**src/core/ccs_pkg.sv**
```systemverilog
// Shared constants and types for the conversion start/stop control block.
// Assumes a single system clock and a decoded register access port upstream.
package ccs_pkg;

	// Register port geometry
	localparam int CCS_ADDR_W = 8;
	localparam int CCS_DATA_W = 16;

	// Channel indices: two current converters and the sequencer
	localparam int CCS_NCHAN = 3;
	localparam int CCS_CH_A = 0;
	localparam int CCS_CH_B = 1;
	localparam int CCS_CH_SEQ = 2;

	// Register map
	localparam logic [7:0] CCS_CTRL_ADDR = 8'h09;
	localparam logic [7:0] CCS_STEP0_ADDR = 8'h10;
	localparam logic [15:0] CCS_CTRL_RESET = 16'h0000;
	localparam logic [15:0] CCS_STEP0_RESET = 16'h0000;
	localparam logic [15:0] CCS_READ_NONE = 16'h0000;

	// Command bit positions per channel, indexed A, B, sequencer
	localparam int CCS_GO_POS [CCS_NCHAN] = '{14, 12, 6};
	localparam int CCS_HALT_POS [CCS_NCHAN] = '{10, 8, 2};

	// Only the halt bits can ever read back as one
	localparam logic [15:0] CCS_CTRL_RMASK = 16'h0504;

	// Per-channel run state
	typedef enum logic [2:0] {
		CCS_IDLE = 3'b001,
		CCS_RUN = 3'b010,
		CCS_DRAIN = 3'b100
	} ccs_state_type;

	// Status coming back from one converter
	typedef struct packed {
		logic enable;
		logic single;
		logic done;
	} ccs_chan_in_type;

	// Decoded, accepted commands for one channel
	typedef struct packed {
		logic go;
		logic halt;
	} ccs_cmd_type;

	// One register access
	typedef struct packed {
		logic wr;
		logic rd;
		logic [CCS_ADDR_W-1:0] addr;
		logic [CCS_DATA_W-1:0] wdata;
	} ccs_reg_req_type;

	// Address match, used by both the write and the read paths
	function automatic logic ccs_hit(input logic [CCS_ADDR_W-1:0] addr,
		input logic [CCS_ADDR_W-1:0] offset);
		return addr == offset;
	endfunction

endpackage

```
**src/core/ccs_conv_ctrl.sv**
```systemverilog
// Start/stop command logic for two current converters and the sequencer,
// plus the read-only step 0 result register.
// Assumes register writes arrive already decoded from command frames,
// one frame per REG_WR_I cycle, and that converters report completions.
`timescale 1ns/1ps

module ccs_conv_ctrl #(
	parameter int ADDR_W = ccs_pkg::CCS_ADDR_W,
	parameter int DATA_W = ccs_pkg::CCS_DATA_W
) (
	// Clock and reset
	input wire logic CLOCK_I,
	input wire logic RSTN_I,
	// Register access port
	input wire logic REG_WR_I,
	input wire logic REG_RD_I,
	input wire logic [ADDR_W-1:0] REG_ADDR_I,
	input wire logic [DATA_W-1:0] REG_WDATA_I,
	output logic [DATA_W-1:0] REG_RDATA_O,
	output logic REG_RVALID_O,
	// Current converter status, bit 0 channel A, bit 1 channel B
	input wire logic [1:0] CONV_ENABLE_I,
	input wire logic [1:0] CONV_SINGLE_I,
	input wire logic [1:0] CONV_DONE_I,
	// Sequencer status
	input wire logic SEQ_DONE_I,
	input wire logic STEP0_VALID_I,
	input wire logic [DATA_W-1:0] STEP0_DATA_I,
	// Request pulses, bit 0 A, bit 1 B, bit 2 sequencer
	output logic [2:0] CONV_GO_O,
	output logic [2:0] CONV_HALT_O
);

	localparam int NCH = ccs_pkg::CCS_NCHAN;

	ccs_pkg::ccs_reg_req_type req;
	ccs_pkg::ccs_chan_in_type chan_in [NCH];
	ccs_pkg::ccs_cmd_type cmd [NCH];
	ccs_pkg::ccs_state_type state_q [NCH];
	ccs_pkg::ccs_state_type state_d [NCH];
	logic [NCH-1:0] pending;
	logic [NCH-1:0] go_q;
	logic [NCH-1:0] halt_q;
	logic ctrl_wr;
	logic [DATA_W-1:0] ctrl_rd;
	logic [DATA_W-1:0] step0_value;
	logic [DATA_W-1:0] rdata_q;
	logic rvalid_q;

	// Bundle the access and the converter status
	assign req = {REG_WR_I, REG_RD_I, REG_ADDR_I, REG_WDATA_I};
	assign ctrl_wr = req.wr && ccs_pkg::ccs_hit(req.addr, ccs_pkg::CCS_CTRL_ADDR);
	assign chan_in[ccs_pkg::CCS_CH_A] = {CONV_ENABLE_I[0], CONV_SINGLE_I[0], CONV_DONE_I[0]};
	assign chan_in[ccs_pkg::CCS_CH_B] = {CONV_ENABLE_I[1], CONV_SINGLE_I[1], CONV_DONE_I[1]};
	// Sequencer is always armed and never single-shot
	assign chan_in[ccs_pkg::CCS_CH_SEQ] = {1'b1, 1'b0, SEQ_DONE_I};

	// One identical control slice per channel
	for (genvar g = 0; g < NCH; g++) begin : g_chan
		localparam int GO_B = ccs_pkg::CCS_GO_POS[g];
		localparam int HALT_B = ccs_pkg::CCS_HALT_POS[g];

		assign cmd[g].go = ctrl_wr && req.wdata[GO_B] && chan_in[g].enable;
		// single-shot ignores stop
		// Halt only means something while conversions are running
		assign cmd[g].halt = ctrl_wr && req.wdata[HALT_B] && !req.wdata[GO_B]
			&& !chan_in[g].single && (state_q[g] == ccs_pkg::CCS_RUN);

		// Next run state
		always_comb begin
			state_d[g] = state_q[g];
			case (state_q[g])
				ccs_pkg::CCS_IDLE: begin
					if (cmd[g].go) begin
						state_d[g] = ccs_pkg::CCS_RUN;
					end
				end
				ccs_pkg::CCS_RUN: begin
					// start is taken first, then stop, then done
					// Halt beats a same-cycle done: set wins over clear
					if (cmd[g].go) begin
						state_d[g] = ccs_pkg::CCS_RUN;
					end else if (cmd[g].halt) begin
						state_d[g] = ccs_pkg::CCS_DRAIN;
					end else if (chan_in[g].done && chan_in[g].single) begin
						state_d[g] = ccs_pkg::CCS_IDLE;
					end
				end
				ccs_pkg::CCS_DRAIN: begin
					if (cmd[g].go) begin
						state_d[g] = ccs_pkg::CCS_RUN;
					end else if (chan_in[g].done) begin
						state_d[g] = ccs_pkg::CCS_IDLE;
					end
				end
				default: begin
					state_d[g] = ccs_pkg::CCS_IDLE;
				end
			endcase
		end

		always_ff @(posedge CLOCK_I) begin
			if (!RSTN_I) begin
				state_q[g] <= ccs_pkg::CCS_IDLE;
			end else begin
				state_q[g] <= state_d[g];
			end
		end

		// command bits become pulses
		// Registered so the converters see clean single-cycle requests
		always_ff @(posedge CLOCK_I) begin
			if (!RSTN_I) begin
				go_q[g] <= 1'b0;
				halt_q[g] <= 1'b0;
			end else begin
				go_q[g] <= cmd[g].go;
				halt_q[g] <= cmd[g].halt;
			end
		end

		// The stored stop bit is the draining state itself
		assign pending[g] = (state_q[g] == ccs_pkg::CCS_DRAIN);
	end

	assign CONV_GO_O = go_q;
	assign CONV_HALT_O = halt_q;

	// control readback, start bits zero
	// Start bits are never stored, so they cannot read back as one
	always_comb begin
		ctrl_rd = ccs_pkg::CCS_CTRL_RESET;
		for (int i = 0; i < NCH; i++) begin
			ctrl_rd[ccs_pkg::CCS_HALT_POS[i]] = pending[i];
		end
	end

	ccs_result_reg #(
		.WIDTH(DATA_W),
		.RESET_VALUE(ccs_pkg::CCS_STEP0_RESET)
	) u_step0 (
		.clk_i(CLOCK_I),
		.rstn_i(RSTN_I),
		.load_i(STEP0_VALID_I),
		.data_i(STEP0_DATA_I),
		.value_o(step0_value)
	);

	// register read decode
	// Unmapped addresses answer zero rather than stale data
	always_ff @(posedge CLOCK_I) begin
		if (!RSTN_I) begin
			rdata_q <= ccs_pkg::CCS_READ_NONE;
			rvalid_q <= 1'b0;
		end else begin
			rvalid_q <= req.rd;
			if (req.rd) begin
				if (ccs_pkg::ccs_hit(req.addr, ccs_pkg::CCS_CTRL_ADDR)) begin
					rdata_q <= ctrl_rd;
				end else if (ccs_pkg::ccs_hit(req.addr, ccs_pkg::CCS_STEP0_ADDR)) begin
					rdata_q <= step0_value;
				end else begin
					rdata_q <= ccs_pkg::CCS_READ_NONE;
				end
			end
		end
	end

	assign REG_RDATA_O = rdata_q;
	assign REG_RVALID_O = rvalid_q;

	localparam int GA = ccs_pkg::CCS_GO_POS[ccs_pkg::CCS_CH_A];
	localparam int GB = ccs_pkg::CCS_GO_POS[ccs_pkg::CCS_CH_B];
	localparam int GS = ccs_pkg::CCS_GO_POS[ccs_pkg::CCS_CH_SEQ];
	localparam int HA = ccs_pkg::CCS_HALT_POS[ccs_pkg::CCS_CH_A];
	localparam int HB = ccs_pkg::CCS_HALT_POS[ccs_pkg::CCS_CH_B];
	localparam int HS = ccs_pkg::CCS_HALT_POS[ccs_pkg::CCS_CH_SEQ];
endmodule // ccs_conv_ctrl

```
**src/core/ccs_result_reg.sv**
```systemverilog
// Holding register for one sequence step result.
// Assumes load is a one-cycle strobe from the sequencer, data valid with it.
`timescale 1ns/1ps

module ccs_result_reg #(
	parameter int WIDTH = 16,
	parameter logic [WIDTH-1:0] RESET_VALUE = '0
) (
	// Clock and reset
	input wire logic clk_i,
	input wire logic rstn_i,
	// New result
	input wire logic load_i,
	input wire logic [WIDTH-1:0] data_i,
	// Held value
	output logic [WIDTH-1:0] value_o
);

	logic [WIDTH-1:0] value_q;

	// Capture; the word is kept untouched, two's complement as delivered
	always_ff @(posedge clk_i) begin
		if (!rstn_i) begin
			value_q <= RESET_VALUE;
		end else if (load_i) begin
			value_q <= data_i;
		end
	end

	assign value_o = value_q;

endmodule // ccs_result_reg

```
**config.mk**
```make
export PLATFORM = sky130hd
export DESIGN_NAME = ccs_conv_ctrl
export DESIGN_NICKNAME = d
export VERILOG_FILES = /design/src/core/ccs_pkg.sv /design/src/core/ccs_conv_ctrl.sv /design/src/core/ccs_result_reg.sv
export SDC_FILE = /design/constraint.sdc
export NUM_CORES = 1
export LEC_CHECK = 0
export BUFFER_PORTS_ARGS = -buffer_cell sky130_fd_sc_hd__buf_2
export CORE_MARGIN = 2
export CORE_UTILIZATION = 48
export CTS_CLUSTER_SIZE = 20
export DETAILED_ROUTE_END_ITERATION = 8
export PLACE_DENSITY = 0.81
export SYNTH_ARGS = -nofsm -noshare
export SYNTH_HDL_FRONTEND = slang
export SYNTH_SLANG_ARGS = --single-unit
```
**constraint.sdc**
```tcl
create_clock -name CLOCK_I -period 3.4 [get_ports CLOCK_I]
set_clock_uncertainty 0.1 [all_clocks]
set_input_delay 0.85 -clock CLOCK_I [delete_from_list [all_inputs] [get_ports CLOCK_I]]
set_output_delay 0.85 -clock CLOCK_I [all_outputs]
set_load 0.02 [all_outputs]
```
# Yosys cells after proc, flatten, opt, wreduce, memory -nomap -nowiden
# Memory sizes are Yosys's and may differ from the RTL's.
# Cells that the tools add are included.
# Widths: inputs -> output; s select.
[totals]
reg_bits = 39
ramBits = 9
output_inout_bits = 23
word_cells = 75
n_memories = 1
[classes]
eq_ne = 11
muxes = 27
bitwise = 3
reduce_logical = 24
[memory_table]
columns = ["name", "words", "width", "rd", "rd_clocked_by_memory_dff", "write_ports", "line", "text"]
rows = [
  ["state_q", 3, 3, 3, 0, 3, "ccs_conv_ctrl.sv:39", "ccs_pkg::ccs_state_type state_q [NCH];"],
]
[ops]
columns = ["operator", "count"]
rows = [
  ["$mux 3", 20],
  ["$mux 16", 2],
  ["$pmux 3 s3", 3],
  ["$logic_and 1x1->1", 19],
  ["$eq 3x1->1 const B", 3],
  ["$eq 3x2->1 const B", 3],
  ["$eq 3x3->1 const B", 3],
  ["$eq 8x4->1 const B", 1],
  ["$eq 8x5->1 const B", 1],
  ["$logic_not 1->1", 5],
  ["$or 1x1->1", 3],
  ["$mux 1", 2],
]

# Depth between registers and ports, before layout
# Gate-level depths: netlist of the first run.
[logic_depth]
ltp_word = 10
ltp_mapped = 6

# Hierarchy
# Synthesis of the first run repeated with hierarchy kept, for this count alone.
[unflattened]
hier_cells = 241
hier_area_um2 = 2230.9
[by_module_without_submodules]
columns = ["module", "n_inst", "cells_per_inst", "area_per_inst_um2", "seq_area_each_um2"]
rows = [
  ["ccs_conv_ctrl", 1, 190, 1615.3, 640.6],
  ["ccs_result_reg", 1, 51, 615.6, 320.3],
]

# Worst setup path after synthesis of the first run
# Ideal clock, no wire load.
[synth_timing]
path_type = "in2reg"
from = "in REG_ADDR_I[2]"
to = "mem state_q[1][1] (netlist name)"
setup_ns = 0.087
arrival_ns = 2.543
required_ns = 3.213
setup_slack_ns = 0.670
stages = 6
n_path_buf = 2
path_cell_list = "or4_1 -> clkbuf_2 -> or3_1 -> buf_6 -> or4_1 -> o31ai_1"
[synth_lines]
columns = ["item", "line", "text"]
rows = [
  ["start, declared", "ccs_conv_ctrl.sv:17", "input wire logic [ADDR_W-1:0] REG_ADDR_I,"],
  ["end, declared", "ccs_conv_ctrl.sv:39", ""],
]

==> impl_summary.md, run 1 <==
Global routing
The largest net degree at the start of global routing is 27. The number of antenna violations at the first check in global routing was 0. The number of global-route vias before repair came to around 1.6k.

The global-route congestion overflow total is 0. The first global-routing pass estimated 6.96 mm of wire. The all-layer global routing usage is 19.7%.

Critical path
At the worst endpoint, the arrival time is ~2.8 ns. For the worst flop-to-flop path, the logic depth is 3. Data on the critical path is required at its endpoint by 3.51 ns. The destination of the critical timing path is state_q[1][1]$_SDFFE_PN0P_. The endpoint of the worst register-to-register path is state_q[1][2]$_SDFFE_PN0P_. The worst setup path is captured at a flip-flop. The worst setup path is launched from an input pin. The critical path starts at REG_ADDR_I[2]. The classification of the worst setup path is in2reg. Setup slack on the worst reg-to-reg path comes out at between 1.5 and 2 ns. The largest fanout on the critical path is 9. The worst register-to-register path begins at state_q[1][2]$_SDFFE_PN0P_.

Power
Summed over all nets, the switching power comes to 234 uW. The sequential fraction of design power is 51.2%. The cell internal power dissipation is 898 uW. Net switching is between 20% and 30% of the power. The static leakage is 0.00109 uW. IR analysis of the VDD net gives a maximum drop of approximately 0.28 mV. For this design the ratio of total power to cell area is approximately 450 nW/um^2.

The combinational share of power is 6.6%. The clock network fraction of design power is 42.1%.

Yosys
Dividing the synthesized area by the synthesized cell count gives 9.04 um^2. In the synthesized netlist, the cells that appear most often are sky130_fd_sc_hd__dfxtp_1, sky130_fd_sc_hd__nor2_1, sky130_fd_sc_hd__a21oi_1. Synthesis produced a netlist with a net count of 275.

The top cell type by total area after synthesis is sky130_fd_sc_hd__dfxtp_1. The most used flip-flop cell after synthesis is sky130_fd_sc_hd__dfxtp_1. The number of standard cells after synthesis is roughly 220. The most common cell in the synthesized netlist is sky130_fd_sc_hd__dfxtp_1.

The synthesized area is around 2000 um^2. By area the synthesized netlist is led by sky130_fd_sc_hd__dfxtp_1, sky130_fd_sc_hd__mux2i_1, sky130_fd_sc_hd__nor2_1, sky130_fd_sc_hd__a21oi_1, sky130_fd_sc_hd__nor2b_1. Of the post-synthesis cell area, the dominant cell type holds between 40 and 50%. The Yosys step of the flow raised 0 warnings. The number of distinct library cells after synthesis is 43. Sequential cells were found to cover 47.7% of the synthesized design area.

The synthesized flop and latch total is 48. In this run, synthesis inferred 0 flip-flops with an integrated enable. The share of synthesized flip-flops with an asynchronous set or reset is 0%.

Floorplanning
The number of placed I/O pins is 75. The floorplan step defined a die boundary enclosing between 4000 and 5000 um^2. The area of the placeable core is 4030 um^2.

The initialized floorplan defines 23 standard-cell rows. The die is 68.8 um wide. The overall die height is 68.8 um. The initial core utilization is between 50% and 60%.

Layout
Cells with a size suffix above 1 make up 28.5% of the layout. For this run, the post-layout net count is around 340. The area growth from synthesis to layout is 23.5%. The final antenna diode count is 0. Summing all non-filler instances in the final layout gives an area of 2490 um^2. Once layout is complete, the utilization of the core stands at 61.8%.

CTS
The hold-fix buffer count after cts is 0. The clock root buffer master is sky130_fd_sc_hd__clkbuf_8. The later-pin clock latency in the skew report is 0.30 ns. TritonCTS created 5 clock buffers. After clock tree synthesis, the clock-pin slew on the worst setup and hold paths is 0.08 ns.

In this run the post-CTS setup repair buffer count came out at 0. For this design, the sink count on the clock tree is 48. TritonCTS built the clock tree. The number of instances resized during post-cts repair is 0.

The maximum clock path buffer count is 2. In this run the number of H-tree levels came out at 2.

Place
The port buffer count is 64. The sum of net half-perimeters after detailed placement is 3.23 mm. The total placed instance area is around 2400 um^2. At the end of routability-driven placement, the weighted congestion stood at 0.874.

Drt
The final layout contains routed wiring with a total length of between 4 and 5 mm. In the routed design, unresolved DRC markers number 0. Before antenna repair, the detailed router went through 5 iterations. In the final routed layout, each cell accounts on average for 13.5 um.

For this block, the via count after detailed routing is 1803. The count of nets left with antenna violations once routing finished came out at 0. The detailed router finished its first iteration with 115 violations. The post-detailed-route via-to-cell ratio is 5.40.

Timing
In the finished design, the share of the clock period the worst path needs comes to between 70% and 80%. The final sum of negative setup slack is 0 ns. Setup repair after global routing left no endpoint under its margin. The fmax is 0.379 GHz. The transition at the pin with the smallest max-transition slack is 0.567 ns.

The total setup violations reported at the end of the flow is 0. The number of failing hold endpoints at the final stage came to 0. Measured against its own limit, the worst slew margin works out to 61.9%. The routed design could run at a clock period as short as 2.64 ns. The max-slew violation total from the final report was 0.

Outcome
The flow ran to the end, and the final reports show no timing, DRC or antenna violations.

Run
The max-cap violation count is 0.

Worst hold path
The worst hold path belongs to the class reg2reg.
==> placed cells by master (no fill, tap or decap), types with 2 or more instances in the layout <==
cell                        count
sky130_fd_sc_hd__a21oi_1       21
sky130_fd_sc_hd__a22o_1         2
sky130_fd_sc_hd__buf_2         64
sky130_fd_sc_hd__buf_4          2
sky130_fd_sc_hd__bufinv_16      2
sky130_fd_sc_hd__clkbuf_8       5
sky130_fd_sc_hd__dfxtp_1       48
sky130_fd_sc_hd__inv_1          2
sky130_fd_sc_hd__mux2_2         2
sky130_fd_sc_hd__mux2i_1       17
sky130_fd_sc_hd__nand2_1        9
sky130_fd_sc_hd__nand2b_1       4
sky130_fd_sc_hd__nand3_1        4
sky130_fd_sc_hd__nor2_1        38
sky130_fd_sc_hd__nor2b_1       14
sky130_fd_sc_hd__nor3_1         5
sky130_fd_sc_hd__nor3b_1        8
sky130_fd_sc_hd__nor4_1         3
sky130_fd_sc_hd__o211ai_1       2
sky130_fd_sc_hd__o21ai_0        4
sky130_fd_sc_hd__o31ai_1        2
sky130_fd_sc_hd__or3_1          2
sky130_fd_sc_hd__or4_1          2
sky130_fd_sc_hd__xor2_1         3
==> power by group through the flow <==
| stage | Clock, uW | Sequential (uW) | Combinational [uW] |
|---|---|---|---|
| detailed placement | 0 | 593 | 74.9 |
| CTS | 483 | 579 | 75.3 |
| global route | 503 | 581 | 82.8 |
| floorplan | 0 | 592 | 38.7 |
| finish | 477 | 580 | 75.2 |
| global placement | 0 | 592 | 73.8 |
==> flip-flops by register name, indices dropped and copies added, names as in the netlist <==
name / cells
REG_RDATA_O: 16
REG_RVALID_O: 1
u_step0.value_o: 16
CONV_HALT_O: 3
state_q: 9
CONV_GO_O: 3
==> metrics by stage <==
step	worst slack (ns)	power [uW]	std cells	hold WS, ns
after floorplan	0.670	631	223	0.354
after global placement	0.477	666	327	0.354
after detailed placement	0.446	668	327	0.373
after CTS	0.758	1140	334	0.390
after global routing	0.687	1170	334	0.413
final	0.764	1130	334	0.387
==> cells by family (layout without fill, tap and decap cells) <==
logic type             Yosys count  count (layout)  synth area share, %
AO/OA/AOI/OAI                   42              42                 13.2
XOR/XNOR                         3               3                 1.30
buffers and inverters           14              75                 3.04
flip-flops                      48              48                 47.7
multiplexers                    19              19                 9.56
AND/OR/NAND/NOR                 97              97                 25.2
==> metal layers <==
metal	vias up	GRT usage, %	routed length [um]
li1	898	-	-
met1	838	24.8	1920
met2	59	31.9	2260
met3	8	4.71	265
met4	0	8.82	75
met5	-	0	0
==> worst min-delay path by stage <==
stage,to,depth (start not counted),slack (ns),startpoint
2_1_floorplan,REG_RDATA_O[0]$_SDFFE_PN0P_,2,0.35,u_step0.value_o[0]$_SDFFE_PN0P_
3_3_place_gp,REG_RDATA_O[2]$_SDFFE_PN0P_,2,0.35,REG_RDATA_O[2]$_SDFFE_PN0P_
3_5_place_dp,REG_RDATA_O[9]$_SDFFE_PN0P_,2,0.37,u_step0.value_o[9]$_SDFFE_PN0P_
4_1_cts,REG_RDATA_O[2]$_SDFFE_PN0P_,2,0.39,REG_RDATA_O[2]$_SDFFE_PN0P_
5_1_grt,REG_RDATA_O[2]$_SDFFE_PN0P_,2,0.41,REG_RDATA_O[2]$_SDFFE_PN0P_
6_report,REG_RDATA_O[2]$_SDFFE_PN0P_,2,0.39,REG_RDATA_O[2]$_SDFFE_PN0P_
==> layout make-up <==
type,instances,area (um^2)
Timing Repair Buffer,66,335
Fill cell,348,1540
Sequential cell,48,961
Clock buffer,5,68.8
Multi-Input combinational cell,161,993
Inverter,2,7.51
Clock inverter,2,60.1
Tap cell,50,62.6
==> critical path, cell delays in order <==
cell	delay (ns)
sky130_fd_sc_hd__buf_2	0.09
sky130_fd_sc_hd__or4_1	0.65
sky130_fd_sc_hd__or3_1	0.53
sky130_fd_sc_hd__or4_1	0.54
sky130_fd_sc_hd__o31ai_1	0.08
(Power assumes the default switching activity.)
==> run 2, diff against run 1 <==
CORE_UTILIZATION = 44   (was 48)
PLACE_DENSITY = 0.78   (was 0.81)
clock period = 2.3 ns   (was 3.4 ns; I/O delays follow)
==> impl_summary.md, run 2 (synthesized netlist as in run 1, its figures left out) <==
Place
The sum of net half-perimeters after detailed placement is 3.29 mm (+1.9%). The port buffer count was 64 (unchanged). The final weighted congestion in routability-driven placement is 0.816 (-6.7%). The total placed instance area is 2420 um^2 (+2.7%). The pre-CTS setup slack came to -0.165 ns (-0.611 ns).

Power
The power density of the placed cells is 613 nW/um^2 (+35%). The static leakage is 0.00112 uW (+2.2%). The total chip power came to 1540 uW (+36%). The worst voltage drop across the vdd grid came to 0.457 mV (+65%).

CTS
The tree is rooted in a sky130_fd_sc_hd__clkbuf_8. The hold-fix buffer count after cts is 0 (unchanged). The CTS sink count is 48 (unchanged). The number of buffers added for setup after CTS is 0 (unchanged). The TritonCTS clock tree is built.

The later-pin clock latency in the skew report is 0.29 ns (about the same). The H-tree depth reported by CTS is 2 (unchanged). The clock-pin transition on the worst setup and hold timing paths is 0.08 ns (about the same). The number of buffers added by the clock tree synthesis step was 5 (unchanged). The number of instances resized during post-cts repair is 0 (unchanged). The maximum clock path buffer count is 2 (unchanged).

Drt
The average wire per cell in the routed design is 13.4 um (-1.0%). The post-detailed-route via-to-cell ratio is 5.26 (-2.6%). The number of vias after detailed routing came to 1804 (+0.055%). The final wirelength was 4.59 mm (+1.6%).

The length of the first detailed-routing pass in iterations was 4 (-1). The remaining antenna violation count after routing is 0 (unchanged). The number of design rule violations left after detail routing is 0 (unchanged). The initial DRC count is 106 (-7.8%).

Layout
From synthesis to final layout, the design area changed by 25.1%. The final design utilization is 57.5% (-4.3 points). The number of nets in the layout is 344 (+2.4%). The share of layout cells above drive strength 1 is 30.2% (+1.7 points). In the layout the commonest cells are sky130_fd_sc_hd__buf_2, sky130_fd_sc_hd__dfxtp_1, sky130_fd_sc_hd__nor2_1.

The cell area after layout is 2520 um^2 (+1.3%). The fill cell instance count of the final layout came to 390 (+12%). The leading cell type in the layout, fill and taps excluded is sky130_fd_sc_hd__buf_2. The final antenna diode count was 0 (unchanged).

Critical path
The required time reported for the critical path endpoint is 2.39 ns (-1.12 ns). STA classifies the critical path startpoint as an input pin. The largest fanout on the critical path came to 3 (-6).

In this run the critical register-to-register path is captured at state_q[1][2]$_SDFFE_PN0P_. The critical path in this run is classified as in2reg. The launch instance of the worst register-to-register path is state_q[1][1]$_SDFFE_PN0P_. The cell count of the worst reg-to-reg path is 3 (unchanged). The category of the worst setup path capture point is a flip-flop. The arrival time of data at the critical path endpoint came to 2.26 ns (-0.49 ns). The setup slack on the worst flop-to-flop path is 0.67 ns (-1.10 ns).

Timing
The least setup slack across all paths after layout is 0.130 ns (-0.634 ns). The post-route fraction of the period consumed by the critical path is 94.3%. The total setup violations reported at the end of the flow is 0 (unchanged).

The worst hold margin came to 0.374 ns (-0.0128 ns). The fmax is between 0.4 and 0.5 GHz. The transition at the pin with the smallest max-transition slack is 0.486 ns (-0.0809 ns).

The number of failing hold endpoints at the final stage is 0 (unchanged). The minimum clock period is 2.17 ns. The max-slew violation total from the final report is 0 (unchanged). Setup repair after global routing left no endpoint under its margin. The headroom to the max-slew limit is 67.6% (+5.7 points).

Global routing
The largest net degree at the start of global routing is 39 (+44%). The number of antenna violations at the first check in global routing is 0 (unchanged). The global-route wire length before repair is 7.31 mm (+5.2%).

The global-route congestion overflow total is 0 (unchanged). The number of global-route vias before repair came to 1691 (+5.8%). The all-layer global routing usage is 17.9% (-1.7 points).

Floorplanning
The width of the die is 71.7 um (+4.2%). The initial core utilization was 46.0% (-4.1 points). The row count is 24 (+4.3%). The number of placed I/O pins came to 75 (unchanged).

The overall die height is 71.7 um (+4.2%). The die area was 5140 um^2 (+8.6%). The area of the placeable core is 4380 um^2 (+8.8%).

Outcome
The flow ran to the end, and the final reports show no timing, DRC or antenna violations.

Run
The max-cap violation count is 0 (unchanged).

Worst hold path
The kind of path behind the tightest hold check is reg2reg. The path with the worst hold slack has its endpoint at REG_RDATA_O[2]$_SDFFE_PN0P_. The worst hold path stage count is 2 (unchanged). The startpoint of the most critical hold path is REG_RDATA_O[2]$_SDFFE_PN0P_.
run 2: changes by cell type in the layout (fill, tap and decap cells not counted):
cell / previous run / this run
sky130_fd_sc_hd__buf_4: 2 / 10
sky130_fd_sc_hd__bufinv_16: 2 / 1
run 2: layout make-up:
class	instances	area, um^2	share of cell area, %
multi-input cells	161	993	39.4
inverters	2	7.51	0.298
clock inverters	1	30.0	1.19
well taps	52	65.1	2.58
clock buffers	5	68.8	2.73
repair buffers	74	395	15.7
flip-flops and latches	48	961	38.1
run 2: metrics by stage:
| stage | setup TNS, ns | cells |
|---|---|---|
| after floorplan | -0.163 | 223 |
| after detailed placement | -0.441 | 337 |
| after global routing | 0 | 343 |
| after CTS | 0 | 343 |
| after global placement | -0.308 | 337 |
| final | 0 | 343 |
run 2: worst max path at each step:
stage	from	to	slack (ns)
CTS	REG_ADDR_I[2]	state_q[1][1]$_SDFFE_PN0P_	0.14
global route	REG_ADDR_I[2]	state_q[1][1]$_SDFFE_PN0P_	0.1
floorplan	REG_ADDR_I[2]	state_q[1][1]$_SDFFE_PN0P_	-0.15
finish	REG_ADDR_I[2]	state_q[1][1]$_SDFFE_PN0P_	0.13
global placement	REG_ADDR_I[2]	state_q[0][1]$_SDFFE_PN0P_	-0.10
detailed placement	REG_ADDR_I[2]	state_q[1][1]$_SDFFE_PN0P_	-0.16
run 2: worst max-delay path, cell delays in order:
cell and delay (ns):
sky130_fd_sc_hd__buf_2 0.09, sky130_fd_sc_hd__or4_1 0.55, sky130_fd_sc_hd__or3_1 0.42, sky130_fd_sc_hd__or4_1 0.53
sky130_fd_sc_hd__o31ai_1 0.10
run 2: power by group:
part           internal (uW)  total [uW]  leakage (uW)  switching [uW]
combinational           54.2         115      0.000678            60.7
sequential               848         857      0.000390            8.73
clock                    312         573     0.0000501             261
run 2: layer usage:
metal | global-route usage [%] | part of all wire (%) | vias to the layer above
li1 | - | - | 920
met1 | 21.8 | 46 | 828
met5 | 0 | 0 | -
met3 | 4.08 | 4.6 | 4
met2 | 31.2 | 48 | 52
met4 | 6.08 | 1.2 | 0
==> run 3, diff against run 2 <==
CORE_UTILIZATION = 52   (was 44)
PLACE_DENSITY = 0.87   (was 0.78)
clock period = 2.5 ns   (was 2.3 ns; I/O delays follow)
==> impl_summary.md, run 3 (synthesized netlist as in run 1, its figures left out) <==
Layout
The number of standard cells in the layout, taps in and fillers out is 337 (-1.7%). The library cells used most frequently in the layout, excluding fill and tap cells, are sky130_fd_sc_hd__buf_2, sky130_fd_sc_hd__dfxtp_1, sky130_fd_sc_hd__nor2_1. Relative to the synthesized area, the layout overhead comes to 23.3%. The share of layout cells above drive strength 1 came to 29.8% (-0.48 points). The final antenna diode count is 0 (unchanged).

The library cell used most frequently in the layout, excluding fill and tap cells, is sky130_fd_sc_hd__buf_2. The final design utilization is 67.4% (+9.9 points). The number of nets in the layout is 341 (-0.87%). The fill cell instance count of the final layout is 317 (-19%).

Drt
The number of vias after detailed routing was 1826 (+1.2%). The post-detailed-route via-to-cell ratio is 5.42 (+3.0%). The remaining antenna violation count after routing is 0 (unchanged). The length of the first detailed-routing pass in iterations is 4 (unchanged). The average wire per cell in the routed design is 13.3 um (-0.28%).

The final wirelength is 4.50 mm (-2.0%). The number of design rule violations left after detail routing was 0 (unchanged). The initial DRC count came to 122 (+15%).

Timing
Setup repair after global routing left no endpoint under its margin. The least setup slack across all paths after layout is 0.307 ns (+0.177 ns). The minimum clock period is ~2.2 ns. The worst hold margin is 0.372 ns (-0.00254 ns). The transition at the pin with the smallest max-transition slack is 0.580 ns (+0.0940 ns). The final critical path takes up 87.7% of the cycle.

The max-slew violation total from the final report came to 0 (unchanged). The number of failing hold endpoints at the final stage is 0 (unchanged). The headroom to the max-slew limit is 61.0% (-6.6 points). For this run, the top clock speed supported by timing is between 0.4 and 0.5 GHz. The total setup violations reported at the end of the flow is 0 (unchanged).

CTS
The tree is rooted in a sky130_fd_sc_hd__clkbuf_8. The number of instances resized during post-cts repair is 0 (unchanged). The clock-pin transition on the worst setup and hold timing paths was 0.08 ns (about the same). The maximum clock path buffer count is 2 (unchanged).

The H-tree depth reported by CTS was 2 (unchanged). The hold-fix buffer count after cts was 0 (unchanged). The TritonCTS clock tree is built. The later-pin clock latency in the skew report came to 0.29 ns (about the same). The number of buffers added for setup after CTS was 0 (unchanged). The number of buffers added by the clock tree synthesis step was 5 (unchanged).

The CTS sink count was 48 (unchanged).

Place
The number of instances in the placed design was 330 (-2.1%). The port buffer count is 64 (unchanged). The sum of net half-perimeters after detailed placement is 3.28 mm (-0.42%). The final weighted congestion in routability-driven placement was 0.971 (+19%). The pre-CTS setup slack is 0.0134 ns (+0.178 ns).

Power
The total chip power is 1360 uW (-12%). The worst voltage drop across the vdd grid is 0.524 mV (+15%). The power density of the placed cells is 546 nW/um^2 (-11%). The static leakage came to 0.00110 uW (-1.6%).

Critical path
The worst setup path startpoint is REG_ADDR_I[2]. The arrival time of data at the critical path endpoint is 2.30 ns (+0.04 ns). The largest fanout on the critical path is 4 (+1). The destination of the critical timing path is state_q[1][1]$_SDFFE_PN0P_. The launch instance of the worst register-to-register path is state_q[1][1]$_SDFFE_PN0P_. The critical path launch point type is an input pin. The cell count of the worst reg-to-reg path is 3 (unchanged). The required time reported for the critical path endpoint is 2.61 ns (+0.22 ns). The critical path is of the in2reg type. The category of the worst setup path capture point is a flip-flop.

The worst register-to-register path ends at state_q[1][2]$_SDFFE_PN0P_. The setup slack on the worst flop-to-flop path is 0.89 ns (+0.22 ns).

Global routing
The largest net degree at the start of global routing came to 39 (unchanged). The number of global-route vias before repair is 1603 (-5.2%). The all-layer global routing usage came to 21.5% (+3.6 points). The global-route wire length before repair is 7.20 mm (-1.6%). The number of antenna violations at the first check in global routing is 0 (unchanged). The global-route congestion overflow total came to 0 (unchanged).

Floorplanning
The area of the placeable core is 3690 um^2 (-16%). The width of the die came to 66.3 um (-7.6%). The initial core utilization is 54.6% (+8.7 points).

The row count is 22 (-8.3%). The overall die height is 66.3 um (-7.6%). The die area is 4390 um^2 (-15%). The number of placed I/O pins is 75 (unchanged).

Outcome
The flow ran to the end, and the final reports show no timing, DRC or antenna violations.

Run
The max-cap violation count is 0 (unchanged).

Worst hold path
The min-delay analysis places its worst path in the category reg2reg.
-- run 3: layout make-up --
| cell class | count | area, um^2 | area share, % |
|---|---|---|---|
| Inverter | 2 | 7.51 | 0.302 |
| Multi-Input combinational cell | 161 | 993 | 40.0 |
| Tap cell | 48 | 60.1 | 2.42 |
| Sequential cell | 48 | 961 | 38.7 |
| Clock inverter | 1 | 8.76 | 0.352 |
| Clock buffer | 6 | 82.6 | 3.32 |
| Timing Repair Buffer | 71 | 373 | 15.0 |
-- run 3: worst min-delay path by stage --
stage	startpoint	endpoint	depth (start not counted)
2_1_floorplan	u_step0.value_o[0]$_SDFFE_PN0P_	REG_RDATA_O[0]$_SDFFE_PN0P_	2
6_report	REG_RDATA_O[2]$_SDFFE_PN0P_	REG_RDATA_O[2]$_SDFFE_PN0P_	2
5_1_grt	REG_RDATA_O[8]$_SDFFE_PN0P_	REG_RDATA_O[8]$_SDFFE_PN0P_	2
4_1_cts	REG_RDATA_O[2]$_SDFFE_PN0P_	REG_RDATA_O[2]$_SDFFE_PN0P_	2
3_5_place_dp	REG_RDATA_O[10]$_SDFFE_PN0P_	REG_RDATA_O[10]$_SDFFE_PN0P_	2
3_3_place_gp	REG_RDATA_O[2]$_SDFFE_PN0P_	REG_RDATA_O[2]$_SDFFE_PN0P_	2
-- run 3: critical path: stages --
cell and delay, ns:
sky130_fd_sc_hd__buf_2 0.09, sky130_fd_sc_hd__or4_1 0.55, sky130_fd_sc_hd__or3_1 0.44, sky130_fd_sc_hd__or4_1 0.52
sky130_fd_sc_hd__o31ai_1 0.08
-- run 3: per-stage QoR --
| step | TNS (ns) | cell area [um^2] |
|---|---|---|
| final | 0 | 2490 |
| after global routing | 0 | 2490 |
| after CTS | 0 | 2490 |
| after detailed placement | 0 | 2390 |
| after global placement | 0 | 2390 |
| after floorplan | -0.00477 | 2020 |
-- run 3: where the power goes --
part | switching [uW] | internal (uW)
logic | 56.2 | 49.9
clock network | 243 | 221
registers | 8.15 | 780
-- run 3: per-layer routing --
layer	global-route usage, %	vias to the layer above	wire length [um]
met5	0	-	0
met3	6.47	11	238
met2	33.5	52	2110
met1	27.6	852	2040
li1	-	911	-
met4	8.93	0	107
